<file path="src/rtl/prc_pkg.sv">
// Constants for the power-unit regulator control register bank.
// Assumes a 32-bit APB master; register indices map to byte address 4*idx.
// Contract
// [RL1] Monitor bit 7 unmasks supply-level interrupt.
// [RL2] Monitor bit 6 shows supply interrupt raised.
// [RL3] Monitor bit 5 shows live comparator state.
// [RL4] Monitor bits 3:0 threshold; bit 4 reserved.
// [RL5] Thermal bit 7 unmask; bits 5:0 reserved.
// [RL6] Thermal bit 6 shows thermal interrupt raised.
// [RL7] Voltage code six bits, regulator four eight.
// [RL8] Control bit 7 switches regulator on.
// [RL9] Control bit 2 picks switching phase. Regulator four has no phase output; its bit 2 is reserved.
// [RL10] Control bit 1 lets faults raise interrupts. Regulator four has no fault input; its bit 1 is reserved.
// [RL11] Control bit 0 reads live power-good.
// [RL12] Unused control bits are reserved, read-only.
// [RL13] Software keeps reserved bits at defaults.
// [RL14] Read-only bits ignore writes, read status.
package prc_pkg;

    localparam int unsigned ADDR_W = 12;
    localparam int unsigned IDX_W  = 8;
    localparam int unsigned NREG   = 4;
    localparam int unsigned NEVT   = 5;

    // Register indices; the byte address is four times the index.
    localparam logic [IDX_W-1:0] IDX_MON   = 8'h00;
    localparam logic [IDX_W-1:0] IDX_THERM = 8'h01;
    localparam logic [IDX_W-1:0] IDX_VSEL [NREG] =
        '{8'h10, 8'h20, 8'h30, 8'h40};
    localparam logic [IDX_W-1:0] IDX_CTRL [NREG] =
        '{8'h12, 8'h22, 8'h32, 8'h41};
    localparam logic [IDX_W-1:0] IDX_IRQ_STATUS = 8'hd0;
    localparam logic [IDX_W-1:0] IDX_IRQ_ENABLE = 8'hd1;
    localparam logic [IDX_W-1:0] IDX_IRQ_CLEAR  = 8'hd2;

    // Field positions.
    localparam int unsigned B_UNMASK   = 7;
    localparam int unsigned B_FLAG     = 6;
    localparam int unsigned B_LIVE     = 5;
    localparam int unsigned THR_W      = 4;
    localparam int unsigned B_ON       = 7;
    localparam int unsigned B_PHASE    = 2;
    localparam int unsigned B_FLTEN    = 1;
    localparam int unsigned B_PGOOD    = 0;
    localparam int unsigned VSEL_W     = 6;
    localparam int unsigned VSEL4_W    = 8;

    // Event bits of the interrupt status, enable and clear registers.
    localparam int unsigned EV_SUPPLY  = 0;
    localparam int unsigned EV_THERMAL = 1;
    localparam int unsigned EV_FAULT0  = 2;

    // Reset values.
    localparam logic [7:0] RST_MON   = 8'h00;
    localparam logic [7:0] RST_THERM = 8'h00;
    localparam logic [7:0] RST_VSEL [NREG] =
        '{8'h00, 8'h39, 8'h24, 8'h54};
    localparam logic [7:0] RST_CTRL [NREG] =
        '{8'h00, 8'h84, 8'h80, 8'h00};
    localparam logic [NEVT-1:0] RST_IRQ_EN = 5'h00;

endpackage : prc_pkg

</file>
<file path="src/rtl/prc_regs.sv">
// Register bank of the regulator control block, an APB slave.
// Assumes comparator, thermal, fault and power-good inputs come from
// analogue pins and are asynchronous to pclk.
//
// Decided for this implementation: the APB interface to the registers.
`timescale 1ns/10ps
module prc_regs
    import prc_pkg::*;
(
    input  wire logic                 pclk,
    input  wire logic                 presetn,
    input  wire logic                 psel,
    input  wire logic                 penable,
    input  wire logic                 pwrite,
    input  wire logic [ADDR_W-1:0]    paddr,
    input  wire logic [31:0]          pwdata,
    input  wire logic [3:0]           pstrb,
    output logic      [31:0]          prdata,
    output logic                      pready,
    output logic                      pslverr,
    input  wire logic                 supply_below_threshold_live,
    input  wire logic                 thermal_alarm,
    input  wire logic [NREG-2:0]      regulator_fault,
    input  wire logic [NREG-1:0]      regulator_power_good,
    output logic      [THR_W-1:0]     supply_detect_threshold,
    output logic      [NREG-1:0]      regulator_enable,
    output logic      [NREG-2:0]      regulator_phase,
    output logic      [VSEL_W-1:0]    output_voltage_code_one,
    output logic      [VSEL_W-1:0]    output_voltage_code_two,
    output logic      [VSEL_W-1:0]    output_voltage_code_three,
    output logic      [VSEL4_W-1:0]   output_voltage_code_four,
    output logic                      irq
);

    localparam int unsigned NSYNC = 2 + (NREG - 1) + NREG;

    logic [NSYNC-1:0]   pins_raw;
    logic [NSYNC-1:0]   pins_sync;
    logic               supply_low_s;
    logic               thermal_s;
    logic [NREG-2:0]    fault_s;
    logic [NREG-1:0]    pgood_s;
    logic               supply_low_d_r;
    logic               thermal_d_r;
    logic [NREG-2:0]    fault_d_r;

    logic               supply_level_irq_unmask_r;
    logic               thermal_irq_unmask_r;
    logic [THR_W-1:0]   threshold_r;
    logic [7:0]         vsel_r [NREG];
    logic [NREG-1:0]    on_r;
    logic [NREG-2:0]    phase_r;
    logic [NREG-2:0]    fault_irq_enable_r;
    logic [NEVT-1:0]    irq_en_r;
    logic [NEVT-1:0]    evt_set;
    logic [NEVT-1:0]    evt_clr;
    logic [NEVT-1:0]    evt_flags;

    logic [IDX_W-1:0]   idx;
    logic               in_range;
    logic               setup;
    logic               wr_en;
    logic               lane0;
    logic [7:0]         wbyte;
    logic [7:0]         rbyte_nxt;
    logic               hit_nxt;
    logic               wr_ro_hit;

    logic [31:0]        prdata_r;
    logic               pready_r;
    logic               pslverr_r;
    logic               irq_r;

    // Every analogue input passes two flops before anything reads it.
    assign pins_raw = {regulator_power_good, regulator_fault,
                       thermal_alarm, supply_below_threshold_live};

    prc_sync #(
        .WIDTH   (NSYNC)
    ) u_sync (
        .pclk    (pclk),
        .presetn (presetn),
        .async_in(pins_raw),
        .sync_out(pins_sync)
    );

    assign supply_low_s = pins_sync[0];
    assign thermal_s    = pins_sync[1];
    assign fault_s      = pins_sync[2 +: (NREG - 1)];
    assign pgood_s      = pins_sync[2 + (NREG - 1) +: NREG];

    // Edge detectors run on the synchronised copies only.
    always_ff @(posedge pclk or negedge presetn) begin
        if (!presetn) begin
            supply_low_d_r <= 1'b0;
            thermal_d_r    <= 1'b0;
            fault_d_r      <= '0;
        end else begin
            supply_low_d_r <= supply_low_s;
            thermal_d_r    <= thermal_s;
            fault_d_r      <= fault_s;
        end
    end

    // APB decode: the word index sits in paddr[9:2], upper bits must be 0.
    assign idx      = paddr[IDX_W+1:2];
    assign in_range = (paddr[ADDR_W-1:IDX_W+2] == '0);
    assign setup    = psel & ~penable;
    assign wr_en    = psel & penable & pwrite & pready_r & ~pslverr_r;
    assign lane0    = pstrb[0];
    assign wbyte    = pwdata[7:0];

    // Read mux and address hit; reserved bits read as zero.
    always_comb begin
        rbyte_nxt = 8'h00;
        hit_nxt   = 1'b0;
        wr_ro_hit = 1'b0;
        if (in_range) begin
            if (idx == IDX_MON) begin
                hit_nxt = 1'b1;
                rbyte_nxt[B_UNMASK]    = supply_level_irq_unmask_r; // [RL1]
                rbyte_nxt[B_FLAG]      = evt_flags[EV_SUPPLY];      // [RL2]
                rbyte_nxt[B_LIVE]      = supply_low_s;              // [RL3]
                rbyte_nxt[THR_W-1:0]   = threshold_r;               // [RL4]
            end else if (idx == IDX_THERM) begin
                hit_nxt = 1'b1;
                rbyte_nxt[B_UNMASK]    = thermal_irq_unmask_r;      // [RL5]
                rbyte_nxt[B_FLAG]      = evt_flags[EV_THERMAL];     // [RL6]
            end else if (idx == IDX_IRQ_STATUS) begin
                hit_nxt = 1'b1;
                rbyte_nxt[NEVT-1:0]    = evt_flags;
            end else if (idx == IDX_IRQ_ENABLE) begin
                hit_nxt = 1'b1;
                rbyte_nxt[NEVT-1:0]    = irq_en_r;
            end else if (idx == IDX_IRQ_CLEAR) begin
                // Write-only; reads return zero.
                hit_nxt = 1'b1;
            end
            for (int i = 0; i < NREG; i++) begin
                if (idx == IDX_VSEL[i]) begin
                    hit_nxt   = 1'b1;
                    rbyte_nxt = vsel_r[i];                          // [RL7]
                end
                if (idx == IDX_CTRL[i]) begin
                    hit_nxt = 1'b1;
                    rbyte_nxt[B_ON]    = on_r[i];                   // [RL8]
                    rbyte_nxt[B_PGOOD] = pgood_s[i];                // [RL11]
                    if (i < NREG - 1) begin
                        rbyte_nxt[B_PHASE] = phase_r[i];            // [RL9]
                        rbyte_nxt[B_FLTEN] = fault_irq_enable_r[i]; // [RL10]
                    end
                end
            end
        end
        wr_ro_hit = hit_nxt & (idx == IDX_IRQ_STATUS);
    end

    // The answer is prepared in the setup cycle, so pready is high in the
    // first access cycle: every transfer takes exactly two cycles.
    always_ff @(posedge pclk or negedge presetn) begin
        if (!presetn) begin
            pready_r  <= 1'b0;
            pslverr_r <= 1'b0;
            prdata_r  <= 32'h0000_0000;
        end else if (setup) begin
            pready_r  <= 1'b1;
            pslverr_r <= ~hit_nxt;
            prdata_r  <= (pwrite | ~hit_nxt) ? 32'h0000_0000
                                             : {24'h00_0000, rbyte_nxt};
        end else begin
            pready_r  <= 1'b0;
            pslverr_r <= 1'b0;
        end
    end

    // Supply monitor and thermal control fields; the flag, live and
    // reserved bits have no storage and so ignore writes.
    always_ff @(posedge pclk or negedge presetn) begin
        if (!presetn) begin
            supply_level_irq_unmask_r <= RST_MON[B_UNMASK];
            threshold_r               <= RST_MON[THR_W-1:0];
            thermal_irq_unmask_r      <= RST_THERM[B_UNMASK];
        end else if (wr_en && lane0) begin
            if (idx == IDX_MON) begin
                supply_level_irq_unmask_r <= wbyte[B_UNMASK];       // [RL1]
                threshold_r               <= wbyte[THR_W-1:0];      // [RL4] [RL14]
            end
            if (idx == IDX_THERM) begin
                thermal_irq_unmask_r      <= wbyte[B_UNMASK];       // [RL5] [RL14]
            end
        end
    end

    // Per-regulator voltage code and control fields.
    genvar r;
    generate
        for (r = 0; r < NREG; r++) begin : g_reg
            localparam int unsigned VW = (r == NREG - 1) ? VSEL4_W : VSEL_W;
            always_ff @(posedge pclk or negedge presetn) begin
                if (!presetn) begin
                    vsel_r[r] <= RST_VSEL[r];
                    on_r[r]   <= RST_CTRL[r][B_ON];
                end else if (wr_en && lane0) begin
                    if (idx == IDX_VSEL[r]) begin
                        // Upper bits of short codes stay zero.
                        vsel_r[r] <= {{(8 - VW){1'b0}}, wbyte[VW-1:0]}; // [RL7] [RL14]
                    end
                    if (idx == IDX_CTRL[r]) begin
                        on_r[r] <= wbyte[B_ON];                     // [RL8]
                    end
                end
            end
            if (r < NREG - 1) begin : g_buck
                always_ff @(posedge pclk or negedge presetn) begin
                    if (!presetn) begin
                        phase_r[r]            <= RST_CTRL[r][B_PHASE];
                        fault_irq_enable_r[r] <= RST_CTRL[r][B_FLTEN];
                    end else if (wr_en && lane0 && idx == IDX_CTRL[r]) begin
                        phase_r[r]            <= wbyte[B_PHASE];    // [RL9]
                        fault_irq_enable_r[r] <= wbyte[B_FLTEN];    // [RL10] [RL12]
                    end
                end
            end
        end
    endgenerate

    // Interrupt enable register of the same layout as the status.
    always_ff @(posedge pclk or negedge presetn) begin
        if (!presetn) begin
            irq_en_r <= RST_IRQ_EN;
        end else if (wr_en && lane0 && idx == IDX_IRQ_ENABLE) begin
            irq_en_r <= wbyte[NEVT-1:0];
        end
    end

    // Events are raised only while their own mask lets them through; a
    // masked crossing is dropped, not held back for a later unmask.
    always_comb begin
        evt_set             = '0;
        evt_set[EV_SUPPLY]  = supply_low_s & ~supply_low_d_r
                              & supply_level_irq_unmask_r;          // [RL2]
        evt_set[EV_THERMAL] = thermal_s & ~thermal_d_r
                              & thermal_irq_unmask_r;               // [RL6]
        evt_set[EV_FAULT0 +: (NREG - 1)] = fault_s & ~fault_d_r
                              & fault_irq_enable_r;                 // [RL10]
    end

    // Write-one-to-clear; writes to the status register itself do nothing.
    assign evt_clr = (wr_en && lane0 && idx == IDX_IRQ_CLEAR && !wr_ro_hit)
                     ? wbyte[NEVT-1:0] : '0;                        // [RL14]

    prc_sticky #(
        .WIDTH    (NEVT)
    ) u_sticky (
        .pclk     (pclk),
        .presetn  (presetn),
        .set_pulse(evt_set),
        .clr_pulse(evt_clr),
        .flags    (evt_flags)
    );

    always_ff @(posedge pclk or negedge presetn) begin
        if (!presetn) begin
            irq_r <= 1'b0;
        end else begin
            irq_r <= |(evt_flags & irq_en_r);
        end
    end

    assign prdata                    = prdata_r;
    assign pready                    = pready_r;
    assign pslverr                   = pslverr_r;
    assign irq                       = irq_r;
    assign supply_detect_threshold   = threshold_r;
    assign regulator_enable          = on_r;
    assign regulator_phase           = phase_r;
    assign output_voltage_code_one   = vsel_r[0][VSEL_W-1:0];
    assign output_voltage_code_two   = vsel_r[1][VSEL_W-1:0];
    assign output_voltage_code_three = vsel_r[2][VSEL_W-1:0];
    assign output_voltage_code_four  = vsel_r[3];

endmodule // prc_regs

</file>
<file path="src/rtl/prc_sticky.sv">
// Sticky event flags with a per-bit clear.
// Assumes set and clear are one-cycle pulses on the same clock.
`timescale 1ns/10ps
module prc_sticky #(
    parameter int unsigned WIDTH = 1
) (
    input  wire logic             pclk,
    input  wire logic             presetn,
    input  wire logic [WIDTH-1:0] set_pulse,
    input  wire logic [WIDTH-1:0] clr_pulse,
    output logic      [WIDTH-1:0] flags
);

    genvar g;
    generate
        for (g = 0; g < WIDTH; g++) begin : g_bit
            // A set in the cycle of a clear wins so no event is lost.
            always_ff @(posedge pclk or negedge presetn) begin
                if (!presetn) begin
                    flags[g] <= 1'b0;
                end else if (set_pulse[g]) begin
                    flags[g] <= 1'b1;
                end else if (clr_pulse[g]) begin
                    flags[g] <= 1'b0;
                end
            end
        end
    endgenerate

endmodule // prc_sticky

</file>
<file path="src/rtl/prc_sync.sv">
// Two-flop synchroniser for a vector of unrelated level inputs.
// Assumes each bit is an independent slow level from a pin.
`timescale 1ns/10ps
module prc_sync #(
    parameter int unsigned WIDTH = 1
) (
    input  wire logic             pclk,
    input  wire logic             presetn,
    input  wire logic [WIDTH-1:0] async_in,
    output logic      [WIDTH-1:0] sync_out
);

    genvar g;
    generate
        for (g = 0; g < WIDTH; g++) begin : g_bit
            logic meta_r;
            always_ff @(posedge pclk or negedge presetn) begin
                if (!presetn) begin
                    meta_r      <= 1'b0;
                    sync_out[g] <= 1'b0;
                end else begin
                    meta_r      <= async_in[g];
                    sync_out[g] <= meta_r;
                end
            end
        end
    endgenerate

endmodule // prc_sync

</file>
<file path="config.mk">
export PLATFORM = sky130hd
export DESIGN_NAME = prc_regs
export DESIGN_NICKNAME = d
export VERILOG_FILES = /design/src/rtl/prc_pkg.sv /design/src/rtl/prc_regs.sv /design/src/rtl/prc_sticky.sv /design/src/rtl/prc_sync.sv
export SDC_FILE = /design/constraint.sdc
export NUM_CORES = 1
export LEC_CHECK = 0
export BUFFER_PORTS_ARGS = -buffer_cell sky130_fd_sc_hd__buf_2
export CAP_MARGIN = 20
export CORE_MARGIN = 10
export CORE_UTILIZATION = 53
export CTS_BUF_LIST = sky130_fd_sc_hd__clkbuf_8
export CTS_CLUSTER_DIAMETER = 40
export DETAILED_ROUTE_END_ITERATION = 12
export PLACE_DENSITY_LB_ADDON = 0.1
export SLEW_MARGIN = 20
export SYNTH_ARGS = -nofsm -noshare
export SYNTH_HDL_FRONTEND = slang
export SYNTH_SLANG_ARGS = --single-unit
</file>
<file path="constraint.sdc">
create_clock -name pclk -period 2.35 [get_ports pclk]
set_clock_uncertainty 0.15 [all_clocks]
set_input_delay 0.47 -clock pclk [delete_from_list [all_inputs] [get_ports pclk]]
set_output_delay 0.47 -clock pclk [all_outputs]
set_load 0.02 [all_outputs]
</file>
==> results of run 1 <==
## path summary, 6_finish.rpt
kind | from | to | slack (ps)
max | paddr[5] | prdata[0] | 300
min | thermal_alarm | u_sync.g_bit[1].meta_r | 50
max reg2reg | pslverr | output_voltage_code_three[1] | 510
min reg2reg | u_sync.g_bit[4].meta_r | u_sync.sync_out[4] | 200
max in group asynchronous | presetn | output_voltage_code_three[2] | 920
min in group asynchronous | presetn | output_voltage_code_one[4] | 440
## repair_timing
item | in CTS | in global routing
endpoints found under the setup margin | 0 | 0
resized for setup | 0 | 0
hold buffers | 1 | 0
hold endpoints to repair | 27 | 0
## Yosys cell counts, types with 3 or more instances
master    number
mux2i_1        7
nor3_1        11
a22oi_1        4
inv_1          7
mux2_2        45
nand2b_1       5
or2_2          3
clkbuf_1       8
dfstp_2       12
buf_4         24
or4b_2         3
o21ai_0       11
dfrtp_1       74
and2_1         3
nor2_1        17
o22ai_1        6
nand2_1       23
nand3_1        9
a21oi_1        6
buf_2          5
nor2_2         4
nor4_1         4
or3_1          3
a32o_1         5
a31oi_1        6
## cell usage in the layout, fill, tap and decap left out, types with 7 or more instances in the layout
master,n
mux2_2,45
dfrtp_1,74
buf_4,55
dfstp_2,12
buf_2,79
inv_1,7
o21ai_0,11
nand2_1,23
nor2_1,17
nor3_1,11
mux2i_1,7
conb_1,24
nand3_1,9
clkbuf_8,9
## sequential cells by signal (all words and copies together), names as in the netlist, 3 cells and up
name and flops:
output_voltage_code_two 6, output_voltage_code_three 6, fault_d_r 3, supply_detect_threshold 4
regulator_enable 4, u_sticky.flags 5, irq_en_r 5, regulator_phase 3
fault_irq_enable_r 3, output_voltage_code_one 6, u_sync.sync_out 9, prdata 8
u_sync.g_bit.meta_r 9, output_voltage_code_four 8
## area by class of cell
class	instances	area (µm²)	area share [%]
sequential	86	2170	42.3
timing repair buffer	136	838	16.4
multi-input combinational	243	1760	34.4
clock inverter	7	76.3	1.49
tap	102	128	2.49
clock buffer	9	124	2.42
inverter	7	26.3	0.513
## critical path, stage by stage
cell	delay, ps
buf_2	130
or3_1	450
a2111oi_2	520
o31ai_2	190
o31a_1	340
a21oi_2	90
## per-layer routing
layer	global-route usage (%)	part of all wire (%)
met2	32.2	48
met1	25.9	42
met4	4.87	0.54
met5	0	0
met3	6.31	9.3
## power breakdown
part           total, mW  switching, mW  internal, mW
logic              0.260          0.172        0.0877
clock network       1.04          0.620         0.423
registers           1.51        0.00941          1.50
## stage by stage
step	utilization, %	setup WS [ps]
3_5_place_dp	64.2	-32.4
3_3_place_gp	64.2	-37.6
6_report	66.9	304
5_1_grt	66.9	282
4_1_cts	66.9	344
2_1_floorplan	-	97.6
## cell families (layout without fill, tap and decap cells)
family / count (synthesis) / in the layout
AND/OR/NAND/NOR: 103 / 103
flip-flops: 86 / 86
AO/OA/AOI/OAI: 61 / 61
multiplexers: 54 / 54
buffers and inverters: 47 / 159
other: 1 / 24
XOR/XNOR: 1 / 1
==> flow_summary.json, run 1 <==
{
  "portBuffers": 80,
  "synth_top_area_share_pct": 44.9,
  "syn2layout_area_growth_pct": 24.2,
  "hold_violations": 0,
  "coreArea_um2": 7650,
  "hpwlAfterDp_mm": 9.24,
  "stdcell_area_um2": 5120,
  "cts_tree": "yes",
  "synth_cells": 353,
  "cts-root-buf": "clkbuf_8",
  "synth-seq-area-share_pct": 52.6,
  "synth-compound-area-share_pct": 11.3,
  "via_per_inst": 5.47,
  "post_drt_wl_per_cell_um": 20.0,
  "cp.arrival_ps": 2200,
  "hold_class": "input pin to flip-flop",
  "finalCritPeriodShare_pct": 87.1,
  "synth.avg_cell_area_um2": 11.7,
  "drc": 0,
  "antennaDiodeCount": 0,
  "io_pins": 134,
  "grt_max_degree": 54,
  "layout-drive-gt1-share_pct": 46.5,
  "die_h_um": 108,
  "gp_congestion": 0.952,
  "synth_top_family_by_area": "multiplexers",
  "vias": 3225,
  "post_cts_buffers": 0,
  "grtUsageTotal_pct": 20.1,
  "drtAntennaViolNets": 0,
  "htreeDepth": 3,
  "synth_edf_count": 0,
  "grt_overflow": 0,
  "rows": 32,
  "clkSlewWorstSetupHoldPaths_ps": 100,
  "num-fill-cells": 622,
  "placed_area_um2": 4910,
  "maxSlewViolCount": 0,
  "ys_top_cells_by_area": "dfrtp_1 45%, mux2_2 12%, dfstp_2 7.7%",
  "numCtsBuffers": 9,
  "worst_r2r_path_depth": 6,
  "clock-sinks": 86,
  "dp_cells": 573,
  "hold_path_depth": 1,
  "fmax_mhz": 489,
  "firstDrtPassIters": 5,
  "num-nets-final": 545,
  "cp-end-kind": "flip-flop",
  "clockBufferDepth": 2,
  "drt_first_iter_violations": 232,
  "yosysWarnings": 0,
  "p_leak_nw": 2.51,
  "die_area_um2": 11700,
  "initial_core_util_pct": 53.9,
  "antenna_found_initial": 0,
  "synth_area_um2": 4120,
  "ir_worst_vdd_mv": 0.366,
  "async_flop_share_pct": 100,
  "rsz0062_at_grt": "false",
  "ys.flop_type": "dfrtp_1",
  "fp.dieW_um": 108,
  "cp_max_fo": 5,
  "cap_violations": 0,
  "insertion_delay_ps": 360,
  "yosys_register_bits": 86,
  "grt_pass1_wl_mm": 18.2,
  "fin_cells": 590,
  "synth_xor_area_share_pct": 0.213,
  "synth_fa_ha_area_share_pct": 0,
  "period_minus_slack_ps": 2050,
  "tns_ps": 0,
  "critical_path_class": "input pin to flip-flop",
  "finalPower_mw": 2.82,
  "drt-total-wl_mm": 11.8,
  "cp-start-kind": "input pin",
  "synth.distinct_cells": 62,
  "synthMuxAreaShare_pct": 14.8,
  "worstPathRequired_ps": 2500,
  "finalSetupViolations": 0,
  "hold_ws_ps": 53.6,
  "grt_pass1_vias": 3372,
  "synth_area_leader_cell": "dfrtp_1",
  "status": "completed",
  "power_density_nw_per_um2": 550,
  "yosys.area_share.simple_pct": 14.2
}
Power figures use the tool's default switching activity.
==> inputs of run 2 (changes only) <==
Settings changed: BUFFER_PORTS_ARGS -buffer_cell sky130_fd_sc_hd__buf_2 to not set, CORE_UTILIZATION 53 to 60, DONT_BUFFER_PORTS set to 1.
==> run 2 against run 1 <==
The flow now finishes with violations (hold timing). Critical path depth shrank 1. Core utilization shrank 0.062 points. Sequential power is essentially flat. First-iteration DRC count grew 15%. Die area shrank 9.6%. Critical path type is now flip-flop to flip-flop. Critical endpoint is now output_voltage_code_three[0]. Largest cell class unchanged. Largest power group unchanged.
==> flow_summary.json, run 2 (synthesized netlist as in run 1, its figures left out) <==
{
  "status": "finished with violations",
  "violations": "hold timing",
  "numCtsBuffers": 9,
  "layout_commonest_cell": "dfrtp_1",
  "slowest_stage": "dfrtp_1",
  "num-nets-final": 436,
  "fmax_mhz": 510,
  "grt_pass1_vias": 3036,
  "ir_worst_vdd_mv": 0.391,
  "place_ws_ps": 81.9,
  "switchingPower_mw": 0.635,
  "cts_tree": "yes",
  "tns_ps": 0,
  "rows": 30,
  "cap_violations": 0,
  "fp.dieW_um": 103,
  "dp_cells": 434,
  "die_area_um2": 10600,
  "hold_class": "input pin to async pin",
  "grt_pass1_wl_mm": 17.1,
  "power_frac_clock_pct": 40.2,
  "syn2layout_area_growth_pct": 9.05,
  "rsz0062_at_grt": "false",
  "firstDrtPassIters": 5,
  "ctsHoldBuffers": 9,
  "rr_startpoint": "pslverr",
  "p_leak_nw": 1.98,
  "grt_overflow": 0,
  "worst_slack_ps": 389,
  "final_cell_mix": "74 x dfrtp_1, 45 x mux2_2, 24 x conb_1",
  "finalSetupViolations": 0,
  "grtUsageTotal_pct": 21.8,
  "clock-sinks": 86,
  "io_pins": 134,
  "gp_congestion": 0.943,
  "p_int_mw": 2.11,
  "p_sw_share_pct": 23.1,
  "num-fill-cells": 508,
  "finalCritPeriodShare_pct": 83.5,
  "grt_max_degree": 87,
  "seqPwrFrac_pct": 55.2,
  "portBuffers": 0,
  "clockBufferDepth": 2,
  "drc": 0,
  "cp-end-kind": "flip-flop",
  "tightest_slew_ps": 499,
  "rrSetupSlack_ps": 390,
  "critical_path_class": "flip-flop to flip-flop",
  "cts-root-buf": "clkbuf_8",
  "cp_max_fo": 4,
  "cp.arrival_ps": 2060,
  "worst_r2r_path_depth": 5,
  "drt-total-wl_mm": 11.1,
  "antenna_found_initial": 0,
  "coreArea_um2": 6720,
  "drt_first_iter_violations": 266,
  "largest_registers": "u_sync.g_bit.meta_r x9, u_sync.sync_out x9",
  "final_util_pct": 66.9,
  "hold_violations": 86,
  "drtAntennaViolNets": 0,
  "crit_path_cell_trace": "and4b_1 -> nand4_1 -> nor2_2 -> buf_4 -> mux2_2",
  "vias": 2928,
  "htreeDepth": 3,
  "cp-start-kind": "flip-flop",
  "period_minus_slack_ps": 1960,
  "initial_core_util_pct": 61.3,
  "via_per_inst": 6.38,
  "die_h_um": 103,
  "r2r-end": "output_voltage_code_three[0]",
  "hold_ws_ps": -360,
  "slew-limit-headroom_pct": 66.5,
  "antennaDiodeCount": 0,
  "finalPower_mw": 2.75,
  "insertion_delay_ps": 360,
  "pwr-share-comb_pct": 4.6,
  "layout-drive-gt1-share_pct": 29.0,
  "clkSlewWorstSetupHoldPaths_ps": 90,
  "worstPathRequired_ps": 2450,
  "max_stage_delay_ps": 390,
  "post_drt_wl_per_cell_um": 24.3,
  "maxSlewViolCount": 0,
  "hpwlAfterDp_mm": 8.11,
  "power_density_nw_per_um2": 611,
  "fin_cells": 459
}
## run 2: cell types whose count changed in the layout (fill, tap and decap cells not counted), moves of 2 or more
cell / before / now
dlygate4sd3_1: 1 / 9
buf_4: 55 / 18
clkbuf_8: 9 / 11
buf_2: 79 / 0
inv_8: 3 / 0
## run 2: routing by layer
| layer | track usage, % | share of wire, % | vias up |
|---|---|---|---|
| met2 | 33.7 | 46 | 168 |
| met3 | 9.25 | 13 | 21 |
| met5 | 0 | 0 | - |
| li1 | - | - | 1285 |
| met1 | 26.3 | 39 | 1454 |
| met4 | 8.77 | 2.0 | 0 |
## run 2: cell type report
cell class | count | area, µm² | area share [%]
clock buffers | 11 | 151 | 3.37
clock inverters | 5 | 63.8 | 1.42
inverters | 7 | 26.3 | 0.585
multi-input cells | 243 | 1760 | 39.2
flip-flops and latches | 86 | 2170 | 48.2
well taps | 80 | 100 | 2.23
repair buffers | 27 | 225 | 5.01
## run 2: critical path, delay by kind of cell (launching register included)
kind	cells	cell delay [ps]
DFF	1	390
and+or+nand+nor	3	770
buffers and inverters	1	200
muxes	1	340
## run 2: power by group through the flow
stage | combinational (mW) | clock [mW] | sequential (mW)
global route | 0.137 | 1.19 | 1.52
detailed placement | 0.111 | 0 | 1.54
global placement | 0.110 | 0 | 1.54
finish | 0.127 | 1.10 | 1.52
CTS | 0.124 | 1.12 | 1.52
floorplan | 0.151 | 0 | 1.54
## run 2: through the flow
stage / area (µm²) / hold slack [ps]
5_1_grt: 4490 / -383
2_1_floorplan: 4210 / 24.4
4_1_cts: 4490 / -372
3_3_place_gp: 4190 / 27.0
3_5_place_dp: 4190 / 27.2
6_report: 4490 / -360
## run 2: worst max-delay path by stage
stage	start	slack (ps)	end	depth (start not counted)
2_1_floorplan	paddr[3]	100	prdata[0]	6
3_3_place_gp	paddr[5]	90	prdata[0]	5
3_5_place_dp	paddr[5]	80	prdata[0]	5
4_1_cts	pslverr	390	output_voltage_code_three[0]	5
5_1_grt	pslverr	300	output_voltage_code_three[0]	5
6_report	pslverr	390	output_voltage_code_three[0]	5
## run 2: timing repair
item / 4_1_cts / 5_1_grt
endpoints found under the hold margin: 95 / 86
gates resized for setup: 0 / 0
setup buffers: 0 / 0
==> inputs of run 3 (changes only) <==
Settings changed: CORE_UTILIZATION 60 to 59.
Clock period 2.35 ns to 1.7 ns, I/O delays scaled along.
==> run 3 against run 2 <==
The run ends with hold timing, setup timing left. Sequential share of layout area shrank 7.3 points. Sequential power up 37%. Cell count is 14% higher. Critical path depth rose by 1. Total power rose by 39%. Worst setup slack worse by 580 ps. Combinational power grew 93%. Routed wire length up 6.7%. Worst hold slack worse by 120 ps. Non-clock buffer count rose by 48. Critical endpoint is now irq_en_r[1].
==> flow_summary.json, run 3 (synthesized netlist as in run 1, its figures left out) <==
{
  "die_area_um2": 10700,
  "top_usage_layer": "met2",
  "finalCritPeriodShare_pct": 111,
  "post_drt_wl_per_cell_um": 22.7,
  "antennaDiodeCount": 0,
  "io_pins": 134,
  "tightest_slew_ps": 497,
  "clock-sinks": 86,
  "worst_slack_ps": -190,
  "clockBufferDepth": 2,
  "stdcell_area_um2": 5290,
  "fp.dieW_um": 104,
  "numCtsBuffers": 9,
  "finalSetupViolations": 50,
  "grt_pass1_vias": 3180,
  "hold_ws_ps": -483,
  "htreeDepth": 3,
  "fin_cells": 523,
  "cts-root-buf": "clkbuf_8",
  "r2r-end": "irq_en_r[1]",
  "worst_r2r_path_depth": 6,
  "cp-end-kind": "flip-flop",
  "initial_core_util_pct": 60.6,
  "rows": 30,
  "drt-total-wl_mm": 11.9,
  "use_met3_pct": 8.24,
  "antenna_found_initial": 0,
  "grt_pass1_wl_mm": 18.9,
  "cap_violations": 0,
  "rr_startpoint": "pslverr",
  "largest_registers": "u_sync.g_bit.meta_r x9, u_sync.sync_out x9",
  "die_h_um": 104,
  "power_density_nw_per_um2": 722,
  "clkSlewWorstSetupHoldPaths_ps": 90,
  "slew-limit-headroom_pct": 66.8,
  "vias": 3091,
  "rsz0062_at_grt": "true",
  "cp.arrival_ps": 1980,
  "status": "finished with violations",
  "portBuffers": 0,
  "hpwlAfterDp_mm": 8.33,
  "grt_overflow": 0,
  "hold_violations": 86,
  "cp_max_fo": 5,
  "maxSlewViolCount": 0,
  "cts_tree": "yes",
  "finalPower_mw": 3.82,
  "placed_area_um2": 4720,
  "cp-start-kind": "flip-flop",
  "drtAntennaViolNets": 0,
  "insertion_delay_ps": 360,
  "hold_class": "input pin to async pin",
  "firstDrtPassIters": 4,
  "drt_first_iter_violations": 202,
  "ctsHoldBuffers": 17,
  "ir_worst_vdd_mv": 0.576,
  "critical_path_class": "flip-flop to flip-flop",
  "crit_start": "pslverr",
  "grtUsageTotal_pct": 22.1,
  "final_cell_mix": "74 x dfrtp_1, 45 x buf_4, 43 x mux2_4",
  "coreArea_um2": 6790,
  "via_per_inst": 5.91,
  "num-nets-final": 484,
  "drc": 0,
  "layout-drive-gt1-share_pct": 38.2,
  "layout_commonest_cell": "dfrtp_1",
  "gp_congestion": 0.908,
  "rrSetupSlack_ps": -190,
  "met2_usage_pct": 34.1,
  "p_leak_nw": 2.35,
  "violations": "hold timing, setup timing",
  "grt_max_degree": 87,
  "met1_usage_pct": 27.8,
  "worstPathRequired_ps": 1790,
  "dp_cells": 486,
  "fmax_mhz": 529,
  "syn2layout_area_growth_pct": 28.4,
  "period_minus_slack_ps": 1890
}
run 3: cell count changes in the layout (fill, tap and decap cells not counted), sizes merged:
| cell | delta |
|---|---|
| dlygate4sd3 | +8 |
| clkbuf | -2 |
| clkinv | +1 |
| buf | +40 |
| inv | +1 |
run 3: worst max-delay path by stage:
stage / to / slack, ps / cells past startpoint
global route: irq_en_r[2] / -230 / 6
global placement: prdata[0] / -240 / 5
CTS: u_sticky.flags[3] / -190 / 6
finish: irq_en_r[1] / -190 / 6
detailed placement: prdata[3] / -280 / 5
floorplan: prdata[0] / -260 / 6
run 3: critical path, cell delays in order (launching register included):
cell and delay [ps]:
dfrtp_1 390, and4b_2 310, nand3_4 140, buf_12 160, nor3_4 160, buf_12 150, mux2_4 290
run 3: where the power goes:
part,switching [mW],internal (mW),leakage [nW]
Sequential,0.0152,2.08,1.08
Clock,0.782,0.699,0.102
Combinational,0.141,0.104,1.17
run 3: layout make-up:
cell class | count | area (µm²)
Fill cell | 451 | 1500
Timing Repair Buffer | 75 | 689
Clock inverter | 7 | 80.1
Sequential cell | 86 | 2170
Tap cell | 96 | 120
Clock buffer | 9 | 124
Inverter | 7 | 26.3
Multi-Input combinational cell | 243 | 2080
run 3: metal layers:
| layer | part of all wire (%) | routed length (µm) |
|---|---|---|
| met3 | 11 | 1280 |
| met2 | 48 | 5680 |
| met4 | 1.9 | 226 |
| met1 | 39 | 4690 |
| met5 | 0 | 0 |
run 3: repair_timing:
| item | CTS | global route |
|---|---|---|
| cloned | 0 | 0 |
| setup endpoints to repair | 50 | 52 |
| hold endpoints to repair | 144 | 86 |
| buffers inserted | 1 | 3 |
| resized for setup | 36 | 4 |
| pin swaps | 11 | 7 |
run 3: stage by stage:
| stage | setup TNS [ps] | utilization, % | setup WS, ps |
|---|---|---|---|
| 2_1_floorplan | -9220 | - | -263 |
| 3_3_place_gp | -7060 | 69.5 | -235 |
| 3_5_place_dp | -7980 | 69.5 | -283 |
| 4_1_cts | -4900 | 77.1 | -186 |
| 5_1_grt | -8020 | 77.9 | -230 |
| 6_report | -5270 | 77.9 | -190 |
